==> src/hw/buck_ctrl_pkg.sv <==
// constants, types and helpers shared by the buck regulator control logic
// assumes one 250 MHz core clock and a synchronous active-low reset
// How it works
// debounced overvoltage sets status three bit two
// interrupt pin low only when mask clear
// overvoltage must persist 122 us first
// no overvoltage flag during start-up sequence
// live overvoltage sense bit separate from flag
// input undervoltage turns off external pass gate
// mode codes off, pwm, pfm, aps; aps reset
// regulators power up in auto pulse skip
// soft-start pfm, aps, pwm; selected mode 3ms later
// mode field may change anytime while on
// set points are 5, 3, 4 bit fields
// target moves 25 mV every 4 us
// software masks overcurrent while stepping, prefers pwm
// phase field selects 0, 90, 180, 270 degrees
// phase defaults 0, 90, 180 degrees per regulator
// frequency field 1, 2 default, 4 MHz
// phase and frequency chosen independently
// software picks optimum phasing for mixed frequencies
// first regulator code n is 0.7V+n*25mV, fixed tops
// reserved frequency keeps previous; steps from trimmed clock
package buck_ctrl_pkg;

    // ************************************************************
    // timing
    // ************************************************************
    localparam int CLK_PERIOD_NS        = 4;
    localparam int OV_DEBOUNCE_NS       = 122000;
    localparam int MODE_HOLD_NS         = 3000000;
    localparam int STEP_INTERVAL_NS     = 4000;
    // least times round up
    localparam int OV_DEBOUNCE_CYCLES   = (OV_DEBOUNCE_NS + CLK_PERIOD_NS - 1) / CLK_PERIOD_NS;
    localparam int MODE_HOLD_CYCLES     = (MODE_HOLD_NS + CLK_PERIOD_NS - 1) / CLK_PERIOD_NS;
    localparam int STEP_INTERVAL_CYCLES = STEP_INTERVAL_NS / CLK_PERIOD_NS;
    localparam int SS_PHASE_CYCLES      = STEP_INTERVAL_CYCLES;

    // ************************************************************
    // field encodings and reset values
    // ************************************************************
    localparam logic [3:0] MODE_CODE_OFF = 4'h0;
    localparam logic [3:0] MODE_CODE_PWM = 4'h1;
    localparam logic [3:0] MODE_CODE_PFM = 4'h3;
    localparam logic [3:0] MODE_CODE_APS = 4'h8;
    localparam logic [1:0] FREQ_1MHZ     = 2'h0;
    localparam logic [1:0] FREQ_2MHZ     = 2'h1;
    localparam logic [1:0] FREQ_4MHZ     = 2'h2;
    localparam logic [1:0] FREQ_RSVD     = 2'h3;
    localparam logic [1:0] FREQ_RESET    = FREQ_2MHZ;
    localparam logic [1:0] PHASE_0       = 2'h0;
    localparam logic [1:0] PHASE_90      = 2'h1;
    localparam logic [1:0] PHASE_180     = 2'h2;
    localparam logic [1:0] PHASE_270     = 2'h3;
    localparam logic [1:0] PHASE_RESET_A = PHASE_0;
    localparam logic [1:0] PHASE_RESET_B = PHASE_90;
    localparam logic [1:0] PHASE_RESET_C = PHASE_180;
    localparam int         OVP_IRQ_BIT   = 2;
    localparam logic [7:0] IRQ_STATUS_RESET = 8'h00;

    // ************************************************************
    // set point scaling in millivolts
    // ************************************************************
    localparam logic [11:0] STEP_MV      = 12'h019;
    localparam logic [11:0] A_BASE_MV    = 12'h2bc;
    localparam logic [4:0]  A_CODE_1V8   = 5'h1e;
    localparam logic [4:0]  A_CODE_3V3   = 5'h1f;
    localparam logic [11:0] A_FIXED_1V8  = 12'h708;
    localparam logic [11:0] A_FIXED_3V3  = 12'hce4;
    localparam logic [11:0] B_LOW_BASE_MV = 12'h5dc;
    localparam logic [11:0] BC_STEP_MV   = 12'h032;
    localparam logic [11:0] C_BASE_MV    = 12'h384;

    typedef enum logic [1:0] {SW_OFF, SW_PWM, SW_PFM, SW_APS} sw_mode_t;
    typedef enum logic [2:0] {ST_OFF, ST_SS_PFM, ST_SS_APS, ST_SS_PWM, ST_HOLD, ST_RUN} seq_state_t;

    // illegal mode codes keep the previous mode
    function automatic sw_mode_t mode_decode(input logic [3:0] code, input sw_mode_t prev);
        unique case (code)
            MODE_CODE_OFF: mode_decode = SW_OFF;
            MODE_CODE_PWM: mode_decode = SW_PWM;
            MODE_CODE_PFM: mode_decode = SW_PFM;
            MODE_CODE_APS: mode_decode = SW_APS;
            default:       mode_decode = prev;
        endcase
    endfunction

    function automatic logic [11:0] a_setpoint_mv(input logic [4:0] code);
        if (code == A_CODE_1V8) begin
            a_setpoint_mv = A_FIXED_1V8;
        end else if (code == A_CODE_3V3) begin
            a_setpoint_mv = A_FIXED_3V3;
        end else begin
            a_setpoint_mv = A_BASE_MV + 12'(code) * STEP_MV;
        end
    endfunction

    // high range table is irregular, so it is a lookup
    function automatic logic [11:0] b_setpoint_mv(input logic [2:0] code, input logic high);
        if (!high) begin
            b_setpoint_mv = B_LOW_BASE_MV + 12'(code) * BC_STEP_MV;
        end else begin
            unique case (code)
                3'h0: b_setpoint_mv = 12'h9c4;
                3'h1: b_setpoint_mv = 12'haf0;
                3'h2: b_setpoint_mv = 12'hb22;
                3'h3: b_setpoint_mv = 12'hbb8;
                3'h4: b_setpoint_mv = 12'hc1c;
                3'h5: b_setpoint_mv = 12'hc4e;
                3'h6: b_setpoint_mv = 12'hc80;
                3'h7: b_setpoint_mv = 12'hce4;
            endcase
        end
    endfunction

    function automatic logic [11:0] step_toward(input logic [11:0] cur, input logic [11:0] tgt);
        if (tgt > cur) begin
            step_toward = ((tgt - cur) > STEP_MV) ? cur + STEP_MV : tgt;
        end else begin
            step_toward = ((cur - tgt) > STEP_MV) ? cur - STEP_MV : tgt;
        end
    endfunction

endpackage

==> src/hw/buck_channel.sv <==
// one buck regulator: mode sequencing, voltage stepping, phase and frequency
// assumes control fields come from register logic on core_clk
`timescale 1ns/1ps
module buck_channel
    import buck_ctrl_pkg::*;
#(
    parameter logic [1:0] PHASE_RESET = PHASE_0,
    parameter int         HOLD_CYCLES = MODE_HOLD_CYCLES
) (
    input  logic        core_clk,
    input  logic        nrst,
    input  logic        turn_on,
    input  logic        in_regulation,
    input  logic [3:0]  mode_field,
    input  logic [1:0]  phase_field,
    input  logic [1:0]  freq_field,
    input  logic [11:0] setpoint_mv,
    output sw_mode_t    active_mode,
    output logic [1:0]  phase_sel,
    output logic [1:0]  freq_sel,
    output logic [11:0] target_mv,
    output logic        voltage_stepping
);
    seq_state_t  state;
    sw_mode_t    selected_mode;
    logic [19:0] seq_count;
    logic [9:0]  step_count;
    logic        reg_meta;
    logic        reg_sync;

    // regulation comparator is analog, so synchronise it
    always_ff @(posedge core_clk) begin
        if (!nrst) begin
            reg_meta <= 1'b0;
            reg_sync <= 1'b0;
        end else begin
            reg_meta <= in_regulation;
            reg_sync <= reg_meta;
        end
    end

    // soft-start walk, then hold before handing over to the field
    always_ff @(posedge core_clk) begin
        if (!nrst || !turn_on) begin
            state     <= ST_OFF;
            seq_count <= 20'h00000;
        end else begin
            unique case (state)
                ST_OFF: begin
                    state <= ST_SS_PFM;
                end
                ST_SS_PFM, ST_SS_APS: begin
                    if (seq_count == 20'(SS_PHASE_CYCLES - 1)) begin
                        state     <= (state == ST_SS_PFM) ? ST_SS_APS : ST_SS_PWM;
                        seq_count <= 20'h00000;
                    end else begin
                        seq_count <= seq_count + 20'h00001;
                    end
                end
                ST_SS_PWM: begin
                    if (reg_sync) begin
                        state <= ST_HOLD;
                    end
                end
                ST_HOLD: begin
                    if (seq_count == 20'(HOLD_CYCLES - 1)) begin
                        state <= ST_RUN;
                    end else begin
                        seq_count <= seq_count + 20'h00001;
                    end
                end
                ST_RUN: begin
                    state <= ST_RUN;
                end
            endcase
        end
    end

    // the field is tracked at all times, aps after reset
    always_ff @(posedge core_clk) begin
        if (!nrst) begin
            selected_mode <= SW_APS;
        end else begin
            selected_mode <= mode_decode(mode_field, selected_mode);
        end
    end

    // what the power stage actually runs in
    always_ff @(posedge core_clk) begin
        if (!nrst) begin
            active_mode <= SW_OFF;
        end else begin
            unique case (state)
                ST_OFF:             active_mode <= SW_OFF;
                ST_SS_PFM:          active_mode <= SW_PFM;
                ST_SS_APS:          active_mode <= SW_APS;
                ST_SS_PWM, ST_HOLD: active_mode <= SW_PWM;
                ST_RUN:             active_mode <= selected_mode;
            endcase
        end
    end

    // phase and frequency are separate registers, any pairing allowed
    always_ff @(posedge core_clk) begin
        if (!nrst) begin
            phase_sel <= PHASE_RESET;
            freq_sel  <= FREQ_RESET;
        end else begin
            phase_sel <= phase_field;
            if (freq_field != FREQ_RSVD) begin
                freq_sel <= freq_field;
            end
        end
    end

    // stepping interval counted on the trimmed core clock
    always_ff @(posedge core_clk) begin
        if (!nrst) begin
            target_mv  <= 12'h000;
            step_count <= 10'h000;
        end else if (state == ST_OFF || target_mv == setpoint_mv) begin
            target_mv  <= setpoint_mv;
            step_count <= 10'h000;
        end else if (step_count == 10'(STEP_INTERVAL_CYCLES - 1)) begin
            target_mv  <= step_toward(target_mv, setpoint_mv);
            step_count <= 10'h000;
        end else begin
            step_count <= step_count + 10'h001;
        end
    end

    // lets software mask overcurrent for the whole transition
    assign voltage_stepping = (target_mv != setpoint_mv);
endmodule

==> src/hw/buck_ctrl.sv <==
// top of the buck regulator control: front-end supervision and three channels
// assumes pins arrive asynchronously; fields and strobes come on core_clk
`timescale 1ns/1ps
module buck_ctrl
    import buck_ctrl_pkg::*;
#(
    parameter int DEBOUNCE_CYCLES = OV_DEBOUNCE_CYCLES,
    parameter int HOLD_CYCLES     = MODE_HOLD_CYCLES
) (
    input  logic        core_clk,
    input  logic        nrst,
    // front end
    input  logic        front_supply_pin,
    input  logic        main_input_rail_low,
    input  logic        startup_busy,
    input  logic        ovp_mask,
    input  logic [7:0]  irq_status_clear,
    output logic        irq_out_n,
    output logic [7:0]  irq_status_three,
    output logic        ovp_irq,
    output logic        ovp_sense,
    output logic        gate_enable,
    // first regulator
    input  logic        buck_a_on,
    input  logic        buck_a_in_reg,
    input  logic [3:0]  buck_a_mode_field,
    input  logic [1:0]  buck_a_phase_field,
    input  logic [1:0]  buck_a_freq_field,
    input  logic [4:0]  buck_a_setpoint,
    output sw_mode_t    buck_a_mode,
    output logic [1:0]  buck_a_phase,
    output logic [1:0]  buck_a_freq,
    output logic [11:0] buck_a_target_mv,
    output logic        buck_a_stepping,
    // second regulator
    input  logic        buck_b_on,
    input  logic        buck_b_in_reg,
    input  logic        buck_b_high_range,
    input  logic [3:0]  buck_b_mode_field,
    input  logic [1:0]  buck_b_phase_field,
    input  logic [1:0]  buck_b_freq_field,
    input  logic [2:0]  buck_b_setpoint,
    output sw_mode_t    buck_b_mode,
    output logic [1:0]  buck_b_phase,
    output logic [1:0]  buck_b_freq,
    output logic [11:0] buck_b_target_mv,
    output logic        buck_b_stepping,
    // third regulator
    input  logic        buck_c_on,
    input  logic        buck_c_in_reg,
    input  logic [3:0]  buck_c_mode_field,
    input  logic [1:0]  buck_c_phase_field,
    input  logic [1:0]  buck_c_freq_field,
    input  logic [3:0]  buck_c_setpoint,
    output sw_mode_t    buck_c_mode,
    output logic [1:0]  buck_c_phase,
    output logic [1:0]  buck_c_freq,
    output logic [11:0] buck_c_target_mv,
    output logic        buck_c_stepping
);
    // ************************************************************
    // front-end supervision
    // ************************************************************
    logic        ov_meta;
    logic        ov_sync;
    logic        uv_meta;
    logic        uv_sync;
    logic [14:0] ov_count;
    logic        ov_event;
    logic        ovp_set;
    logic [11:0] a_set_mv;
    logic [11:0] b_set_mv;
    logic [11:0] c_set_mv;

    // comparator outputs are asynchronous to the core clock
    always_ff @(posedge core_clk) begin
        if (!nrst) begin
            ov_meta <= 1'b0;
            ov_sync <= 1'b0;
            uv_meta <= 1'b0;
            uv_sync <= 1'b0;
        end else begin
            ov_meta <= front_supply_pin;
            ov_sync <= ov_meta;
            uv_meta <= main_input_rail_low;
            uv_sync <= uv_meta;
        end
    end

    // live condition, unfiltered apart from synchronising
    always_ff @(posedge core_clk) begin
        if (!nrst) begin
            ovp_sense <= 1'b0;
        end else begin
            ovp_sense <= ov_sync;
        end
    end

    // counter saturates so one long overvoltage gives one event;
    // any dropout restarts the full interval
    always_ff @(posedge core_clk) begin
        if (!nrst || !ov_sync) begin
            ov_count <= 15'h0000;
        end else if (ov_count != 15'(DEBOUNCE_CYCLES)) begin
            ov_count <= ov_count + 15'h0001;
        end
    end

    assign ov_event = ov_sync && (ov_count == 15'(DEBOUNCE_CYCLES - 1));
    // events while the sequencer still powers up are dropped
    assign ovp_set  = ov_event && !startup_busy;

    // sticky flag; a set in the clearing cycle wins
    always_ff @(posedge core_clk) begin
        if (!nrst) begin
            ovp_irq <= IRQ_STATUS_RESET[OVP_IRQ_BIT];
        end else begin
            ovp_irq <= ovp_set || (ovp_irq && !irq_status_clear[OVP_IRQ_BIT]);
        end
    end

    // other bits of the register belong to other blocks and read zero here
    always_comb begin
        irq_status_three              = IRQ_STATUS_RESET;
        irq_status_three[OVP_IRQ_BIT] = ovp_irq;
    end

    // open-drain style pin, released while masked
    always_ff @(posedge core_clk) begin
        if (!nrst) begin
            irq_out_n <= 1'b1;
        end else begin
            irq_out_n <= !(ovp_irq && !ovp_mask);
        end
    end

    // pass gate held off in reset, a choice that favours a safe start
    always_ff @(posedge core_clk) begin
        if (!nrst) begin
            gate_enable <= 1'b0;
        end else begin
            gate_enable <= !uv_sync;
        end
    end

    // ************************************************************
    // regulators
    // ************************************************************

    // set points scaled to millivolts for the stepper
    assign a_set_mv = a_setpoint_mv(buck_a_setpoint);
    assign b_set_mv = b_setpoint_mv(buck_b_setpoint, buck_b_high_range);
    assign c_set_mv = C_BASE_MV + 12'(buck_c_setpoint) * BC_STEP_MV;

    buck_channel #(
        .PHASE_RESET (PHASE_RESET_A),
        .HOLD_CYCLES (HOLD_CYCLES)
    ) u_buck_a (
        .core_clk         (core_clk),
        .nrst             (nrst),
        .turn_on          (buck_a_on),
        .in_regulation    (buck_a_in_reg),
        .mode_field       (buck_a_mode_field),
        .phase_field      (buck_a_phase_field),
        .freq_field       (buck_a_freq_field),
        .setpoint_mv      (a_set_mv),
        .active_mode      (buck_a_mode),
        .phase_sel        (buck_a_phase),
        .freq_sel         (buck_a_freq),
        .target_mv        (buck_a_target_mv),
        .voltage_stepping (buck_a_stepping)
    );

    buck_channel #(
        .PHASE_RESET (PHASE_RESET_B),
        .HOLD_CYCLES (HOLD_CYCLES)
    ) u_buck_b (
        .core_clk         (core_clk),
        .nrst             (nrst),
        .turn_on          (buck_b_on),
        .in_regulation    (buck_b_in_reg),
        .mode_field       (buck_b_mode_field),
        .phase_field      (buck_b_phase_field),
        .freq_field       (buck_b_freq_field),
        .setpoint_mv      (b_set_mv),
        .active_mode      (buck_b_mode),
        .phase_sel        (buck_b_phase),
        .freq_sel         (buck_b_freq),
        .target_mv        (buck_b_target_mv),
        .voltage_stepping (buck_b_stepping)
    );

    buck_channel #(
        .PHASE_RESET (PHASE_RESET_C),
        .HOLD_CYCLES (HOLD_CYCLES)
    ) u_buck_c (
        .core_clk         (core_clk),
        .nrst             (nrst),
        .turn_on          (buck_c_on),
        .in_regulation    (buck_c_in_reg),
        .mode_field       (buck_c_mode_field),
        .phase_field      (buck_c_phase_field),
        .freq_field       (buck_c_freq_field),
        .setpoint_mv      (c_set_mv),
        .active_mode      (buck_c_mode),
        .phase_sel        (buck_c_phase),
        .freq_sel         (buck_c_freq),
        .target_mv        (buck_c_target_mv),
        .voltage_stepping (buck_c_stepping)
    );
endmodule

==> config.mk <==
export PLATFORM = sky130hd
export DESIGN_NAME = buck_ctrl
export DESIGN_NICKNAME = d
export VERILOG_FILES = /design/src/hw/buck_ctrl_pkg.sv /design/src/hw/buck_channel.sv /design/src/hw/buck_ctrl.sv
export SDC_FILE = /design/constraint.sdc
export NUM_CORES = 1
export LEC_CHECK = 0
export BUFFER_PORTS_ARGS = -buffer_cell sky130_fd_sc_hd__buf_2
export CAP_MARGIN = 25
export CORE_ASPECT_RATIO = 1.4
export CORE_MARGIN = 2
export CORE_UTILIZATION = 60
export CTS_CLUSTER_DIAMETER = 60
export DETAILED_ROUTE_END_ITERATION = 6
export PLACE_DENSITY = 0.8
export REMOVE_ABC_BUFFERS = 1
export SYNTH_ARGS = -nofsm -noshare
export SYNTH_HDL_FRONTEND = slang
export SYNTH_SLANG_ARGS = --single-unit
==> constraint.sdc <==
create_clock -name core_clk -period 9.5 [get_ports core_clk]
set_input_delay 1.425 -clock core_clk [delete_from_list [all_inputs] [get_ports core_clk]]
set_output_delay 1.425 -clock core_clk [all_outputs]
set_load 0.02 [all_outputs]
# Yosys cells after proc, flatten, opt, wreduce, memory -nomap -nowiden
# Memory sizes are Yosys's and may differ from the RTL's.
# Cells that the tools add are included.
dict set report op_classes {
  n_eq_ne 58
  n_reduce_logical 52
  magnitude_cmp 9
  muxes 48
  n_bitwise 1
  mul 3
  n_addsub 22
}
# operator count
set op_table {}
lappend op_table {{12-bit 2-to-1 mux} 18}
lappend op_table {{20-bit 2-to-1 mux} 6}
lappend op_table {{20-bit one-hot mux with 2 select lines} 3}
lappend op_table {{12-bit by 5-bit greater-than comparator with 1-bit output, second input constant} 6}
lappend op_table {{20-bit by 1-bit adder with 20-bit output, second input constant} 3}
lappend op_table {{20-bit by 10-bit == test with 1-bit output, second input constant} 3}
lappend op_table {{20-bit == test, second input constant} 3}
lappend op_table {{12-bit subtractor} 4}
lappend op_table {{3-bit one-hot mux with 5 select lines} 3}
lappend op_table {{12-bit by 5-bit adder with 12-bit output, second input constant} 3}
lappend op_table {{12-bit by 5-bit subtractor with 12-bit output, second input constant} 3}
lappend op_table {{10-bit by 1-bit adder with 10-bit output, second input constant} 3}
lappend op_table {{10-bit == test, second input constant} 3}
lappend op_table {{2-bit one-hot mux with 5 select lines} 3}
lappend op_table {{3-bit 2-to-1 mux} 9}
lappend op_table {{12-bit == test} 2}
lappend op_table {{12-bit greater-than comparator} 2}
lappend op_table {{12-bit inequality test} 2}
lappend op_table {{2-bit one-hot mux with 4 select lines} 3}
lappend op_table {{10-bit by 10-bit adder with 11-bit output, first input constant} 2}
lappend op_table {{3-bit by 2-bit == test with 1-bit output, second input constant} 6}
lappend op_table {{3-bit == test, second input constant} 6}
lappend op_table {{2-bit by 1-bit inequality test with 1-bit output, second input constant} 9}
lappend op_table {{15-bit by 1-bit adder with 15-bit output, second input constant} 1}
lappend op_table {{30 further kinds} 87}
dict set report totals {
  wordCells 233
  n_memories 1
  output_inout_bits 69
  rom_bits 80
  regBits 188
  inputBits 57
}
# memory depth width rd rd_ports_with_merged_regs wr line
set memory_table {}
lappend memory_table {{(no name shown)} 8 10 1 0 0 buck_ctrl_pkg.sv:103} ;# unique case (code)

# Logic depth before layout (Yosys ltp)
dict set report logic_depth {
  depth_word 10
  mapped_depth 28
}

# By module
# Synthesis repeated with hierarchy kept, for this count alone.
dict set report unflattened {
  cells_unflattened 2004
  hier_area_um2 15521.1
}
# module area_each_um2 seq_area_each_um2 instances cells_per_inst
set by_module_without_submodules {}
lappend by_module_without_submodules {{buck_channel (u_buck_b ...)} 4292.9 1101.1 2 566}
lappend by_module_without_submodules {{buck_channel (u_buck_a)} 4624.4 1101.1 1 588}
lappend by_module_without_submodules {buck_ctrl 2311.0 460.4 1 284}

# Worst setup path before layout
# No wires, ideal clock.
dict set report synth_timing {
  path_type {input to register}
  startpoint {in buck_a_setpoint[0]}
  endpoint {reg u_buck_a.target_mv[0]}
  slack_ps 3177
  t_arrival_ps 6205
  cell_stages 26
  path_cell_list {inv_1 ha_1 xnor2_1 xnor2_1 ha_1 ha_1 inv_1 fa_1 inv_1 a21o_1 a21oi_1 o21bai_1 a21o_1 nand2_1 o211ai_1 o21ai_0 inv_1 ha_1 nand2_1 nor4_2 nand4_1 o221a_2 or4b_1 o32ai_1 mux2i_1 o21ai_1}
}
dict set report synth_between {
  elab_chain_len 10
  elab_cells_between_ends 19
}
# item line
set synth_rtl {}
lappend synth_rtl {{start, declared} buck_ctrl.sv:29} ;# input logic [4:0] buck_a_setpoint,
lappend synth_rtl {{5-bit by 5-bit multiplier with 10-bit output} buck_ctrl_pkg.sv:94} ;# a_setpoint_mv = A_BASE_MV + 12'(code) * STEP_MV;
lappend synth_rtl {{10-bit by 10-bit adder with 11-bit output} buck_ctrl_pkg.sv:94}
lappend synth_rtl {{12-bit 2-to-1 mux} buck_ctrl_pkg.sv:91} ;# end else if (code == A_CODE_3V3) begin
lappend synth_rtl {{12-bit 2-to-1 mux *} buck_ctrl_pkg.sv:89} ;# if (code == A_CODE_1V8) begin
lappend synth_rtl {{12-bit subtractor, on equally long branches} {buck_ctrl_pkg.sv:120, buck_ctrl_pkg.sv:118}}
lappend synth_rtl {{12-bit by 5-bit greater-than comparator with 1-bit output, on equally long branches} {buck_ctrl_pkg.sv:120, buck_ctrl_pkg.sv:118}}
lappend synth_rtl {{12-bit 2-to-1 mux, on equally long branches} {buck_ctrl_pkg.sv:120, buck_ctrl_pkg.sv:118}}
lappend synth_rtl {{12-bit 2-to-1 mux} buck_ctrl_pkg.sv:117} ;# if (tgt > cur) begin
lappend synth_rtl {{12-bit 2-to-1 mux} buck_channel.sv:124} ;# end else if (step_count == 10'(STEP_INTERVAL_CYCLES - 1)) begin
lappend synth_rtl {{12-bit 2-to-1 mux} buck_channel.sv:121} ;# end else if (state == ST_OFF || target_mv == setpoint_mv) begin
lappend synth_rtl {{end signal, assigned} buck_channel.sv:122} ;# target_mv <= setpoint_mv;
lappend synth_rtl {{end signal, assigned} buck_channel.sv:125} ;# target_mv <= step_toward(target_mv, setpoint_mv);
lappend synth_rtl {{end, declared} buck_channel.sv:21} ;# output logic [11:0] target_mv,
# Mark *: on every way between the ends. The rest lies on a longest branch, timed or not. The select of a mux whose other input is x is not followed.
# A chain may end at the register's enable or synchronous reset.

# Worst setup path in the final report
dict set report layout_timing {
  startpoint {in buck_a_setpoint[0]}
  endpoint {out buck_a_stepping}
}
dict set report layout_between {
  elab_chain_len 5
  elab_cells_between_ends 7
}
# item line
set layout_rtl {}
lappend layout_rtl {{5-bit by 5-bit multiplier with 10-bit output} buck_ctrl_pkg.sv:94}
lappend layout_rtl {{10-bit by 10-bit adder with 11-bit output} buck_ctrl_pkg.sv:94}
lappend layout_rtl {{12-bit 2-to-1 mux} buck_ctrl_pkg.sv:91}
lappend layout_rtl {{12-bit 2-to-1 mux *} buck_ctrl_pkg.sv:89}
lappend layout_rtl {{12-bit inequality test *} buck_channel.sv:133} ;# assign voltage_stepping = (target_mv != setpoint_mv);
lappend layout_rtl {{end, declared} buck_ctrl.sv:34} ;# output logic buck_a_stepping,
# Mark *: on every way between the ends. The rest lies on a longest branch, timed or not.

==> flow_summary_export.csv <==
group,metric,value,unit
status,status,"finished, final reports clean",
route,ant_nets,0,
clocking,clk_pin_slew,0.07,ns
route,drt_wl_total,38.0,mm
power,p_int,1.73,mW
placed_design,dp.cells,2301,
worst_setup_path,r2r_cells,11,
sta,fin_crit,7.38,ns
sta,hold_viol,0,
floorplanning,fp.dieW,138,um
sta,setup_violations,0,
worst_setup_path,crit_chain,"buf_2, inv_1, ha_1, xnor2_1, xnor2_1, ha_1, ha_1, inv_1, fa_1, inv_1, a21o_1, a21oi_1, o21bai_1, a21o_1, o21ai_0, inv_1, ha_1, nand2_1, nor4_2, nand4_1, buf_2",
worst_setup_path,crit_fanout,8,
yosys,synth_edf_count,0,
worst_setup_path,crit_required,8.08,ns
global_routing,grt_pass1_vias,13900,
clocking,root_buffer,"clkbuf_16",
floorplanning,die_h,192,um
yosys,synth_warnings,0,
placed_design,io_buffers,111,
worst_setup_path,cp-start-kind,"primary input",
route,drt_iter0_drc,866,
route,drc_errors,0,
clocking,cts_buffers,17,
clocking,cts_sinks,188,
route,wl_per_cell,16.3,um
clocking,post_cts_buffers,0,
cells_and_area,final_layout_size_suffix_gt1_share,9.86,%
worst_setup_path,r2r_end,"u_buck_c.target_mv[5]",
floorplanning,ios,126,
floorplanning,dieArea,26500,um2
placed_design,gp_congestion,0.947,
yosys,synth_ff_type,"dfxtp_1",
worst_hold_path,hold_depth,1,
cells_and_area,syn_to_final_growth,8.14,%
worst_setup_path,critPathTopFamily,"adder cells",
sta,rsz0062_at_grt,"no",
yosys,synthArstFlopShare,0,%
worst_setup_path,critPathBufInv,6,
cells_and_area,final_cells,2334,
sta,worstMarginPinSlew,1.02,ns
sta,fin_crit_sh,77.6,%
power,p_switching,1.12,mW
global_routing,grt.total_usage,27.9,%
sta,clock.fmax,136,MHz
power,pwr-share-comb,43.0,%
worst_hold_path,hold_path_end,"gate_enable",
yosys,ys_seq_area_share,24.9,%
worst_setup_path,r2r_setup_slack,5.33,ns
cells_and_area,fin_nets,2188,
worst_setup_path,worstReg2RegStart,"u_buck_c.target_mv[3]",
floorplanning,core_area,24700,um2
global_routing,grt_pass1_wl,63.0,mm
worst_setup_path,cp_slowest_cell,"nor4_2",
sta,relSlewSlack,31.9,%
sta,finClkSkew,0.0139,ns
yosys,synth.distinct_cells,101,
global_routing,grt-ovfl-total,0,
worst_setup_path,path_class,"in2out",
cells_and_area,stdcell_area,16300,um2
power,swShare,39.3,%
global_routing,grt_antenna_before_repair,0,
worst_setup_path,critPathCaptureType,"output pin",
worst_setup_path,slowest_delay,0.49,ns
flow_run,drv_cap,0,
clocking,clkLatencyLatePin,0.44,ns
route,avgViaCountPerCell,6.18,
yosys,synthCells,1949,
clocking,cts_tree,"built",
sta,slew_violations,0,
clocking,cts.path.max_buffers,2,
power,p_per_area,174,nW/um2
placed_design,dp_hpwl,28.8,mm
clocking,ctsResizeCount,0,
yosys,netlist_area,15100,um2
cells_and_area,num_antenna_cells,0,
power,p_clk_share,26.9,%
sta,fin_setup_tns,0,ns
clocking,hold_buffers,0,
placed_design,place_area,15700,um2
route,num_vias,14400,
clocking,htree_levels,4,
power,p_leak,6.75,nW
global_routing,grt_max_degree,66,
worst_hold_path,hold_path.class,"reg2reg",
floorplanning,start_util,61.3,%
floorplanning,rows,68,
power,ir_drop,0.136,mV
power,pwr-share-seq,30.1,%
worst_hold_path,worst_hold_startpoint,"uv_sync",
route,firstDrtPassIters,5,
yosys,avgSynthCellArea,7.76,um2
yosys,synth-seq-cells,188,
worst_setup_path,crit_arrival,5.95,ns
[worst max-delay path by stage]
stage	start	endpoint	depth (start not counted)
final	buck_a_setpoint[0]	buck_a_stepping	21
after detailed placement	buck_a_setpoint[0]	buck_a_stepping	21
after global placement	buck_a_setpoint[0]	buck_a_stepping	21
after CTS	buck_a_setpoint[0]	buck_a_stepping	21
after floorplan	buck_a_setpoint[0]	u_buck_a.target_mv[0]	26
after global routing	buck_a_setpoint[0]	buck_a_stepping	21
[state kept, by name, summed over array words and instances, names as in the netlist, 10 cells and up]
name / flops
u_buck_a.step_count: 10
u_buck_c.step_count: 10
u_buck_a.seq_count: 20
u_buck_a.target_mv: 12
u_buck_b.target_mv: 12
ov_count: 15
u_buck_b.seq_count: 20
u_buck_c.seq_count: 20
u_buck_b.step_count: 10
u_buck_c.target_mv: 12
[cells in the final DEF (no fill, tap or decap), types with 8 or more instances in the layout]
master     count
a211oi_1      27
a21o_1        19
a21oi_1      104
a221oi_1      12
a22oi_1        8
a31oi_1       16
and2_1        21
and3_1        43
buf_2        111
clkbuf_16     17
dfxtp_1      188
ha_1         118
inv_1        135
mux2i_1       31
nand2_1      150
nand2b_1      25
nand3_1       84
nand3b_1       8
nand4_1       23
nand4b_1       9
nor2_1       190
nor2b_1       21
nor3_1        62
nor3b_1       11
nor4_1        27
o211ai_1      17
o21a_1        20
o21ai_0       92
o21bai_1       8
o22ai_1       14
o311ai_0      11
o31a_1        10
o31ai_1       13
or2_2         12
or3_1         23
xnor2_1       89
xor2_1        68
[per-layer routing]
metal | track usage, % | wire, um | up-vias | share of wire (%)
met5 | 0 | 0 | - | 0
met1 | 31.7 | 15700 | 6789 | 41
li1 | - | - | 7089 | -
met2 | 51.4 | 19400 | 434 | 51
met3 | 3.37 | 1480 | 114 | 3.9
met4 | 14.1 | 1430 | 0 | 3.8
[cell families after synthesis]
| kind of cell | after synthesis | synth area share [%] |
|---|---|---|
| AND/OR/NAND/NOR | 758 | 25.7 |
| AO/OA/AOI/OAI | 466 | 21.2 |
| buffers and inverters | 223 | 6.31 |
| flip-flops | 188 | 24.9 |
| XOR/XNOR | 157 | 9.10 |
| adder cells (fa/ha/maj) | 125 | 10.7 |
| multiplexers | 31 | 2.05 |
| other | 1 | 0.0248 |
[power groups by stage]
stage               clock [mW]  combinational, mW  sequential (mW)
floorplan                    0              0.903            0.890
detailed placement           0               1.20            0.875
global route             0.815               1.35            0.863
global placement             0               1.17            0.874
CTS                      0.785               1.20            0.857
finish                   0.766               1.22            0.859
[final cells by class]
class	instances	area [um2]
well taps	315	394
clock inverters	11	175
multi-input cells	1544	10400
inverters	137	514
fillers	2132	8330
repair buffers	118	606
clock buffers	21	460
flip-flops and latches	188	3760
[metrics by stage]
step / setup WS (ns) / util (%) / power (mW) / hold WS [ns]
CTS: 2.17 / 66.2 / 2.85 / 0.390
global route: 1.71 / 66.2 / 3.03 / 0.410
floorplan: 3.17 / - / 1.79 / 0.363
detailed placement: 2.17 / 63.7 / 2.07 / 0.379
global placement: 2.27 / 63.7 / 2.05 / 0.370
finish: 2.12 / 66.2 / 2.85 / 0.386
[cell usage after synthesis (6+ instances only)]
master / number / share of area (%)
nor2_1: 190 / 4.7
dfxtp_1: 188 / 25
nand2_1: 150 / 3.7
inv_1: 135 / 3.4
ha_1: 118 / 9.8
a21oi_1: 104 / 3.4
o21ai_0: 92 / 3.0
xnor2_1: 89 / 5.2
nand3_1: 84 / 2.8
xor2_1: 68 / 3.9
nor3_1: 62 / 2.1
clkbuf_1: 44 / 1.1
and3_1: 43 / 1.8
mux2i_1: 31 / 2.1
nor4_1: 28 / 1.2
a211oi_1: 27 / 1.3
nand2b_1: 25 / 1.0
nand4_1: 23 / 0.95
or3_1: 23 / 0.95
and2_1: 21 / 0.87
buf_2: 21 / 0.70
nor2b_1: 21 / 0.87
o21a_1: 20 / 0.99
a21o_1: 19 / 0.94
o211ai_1: 17 / 0.84
a31oi_1: 16 / 0.66
buf_4: 14 / 0.70
o22ai_1: 14 / 0.58
o31ai_1: 14 / 0.70
a221oi_1: 12 / 0.70
or2_2: 12 / 0.50
nor3b_1: 11 / 0.55
o311ai_0: 11 / 0.64
o31a_1: 10 / 0.58
nand4b_1: 9 / 0.52
a22oi_1: 8 / 0.40
nand3b_1: 8 / 0.40
o21bai_1: 8 / 0.40
a2111oi_0: 7 / 0.41
a21boi_0: 7 / 0.35
fa_1: 7 / 0.93
nor4b_1: 7 / 0.41
and4_1: 6 / 0.35
[worst reg2reg max path, stage by stage (launching register included)]
cell,delay [ns]
dfxtp_1,0.59
inv_1,0.20
ha_1,0.52
nand3_1,0.19
o21bai_1,0.26
a31oi_2,0.31
a311oi_2,0.16
or2_2,0.38
a21oi_1,0.80
a221oi_1,0.22
a311oi_1,0.31
o31a_1,0.17
Note: power is estimated with default switching activity, not from simulation.
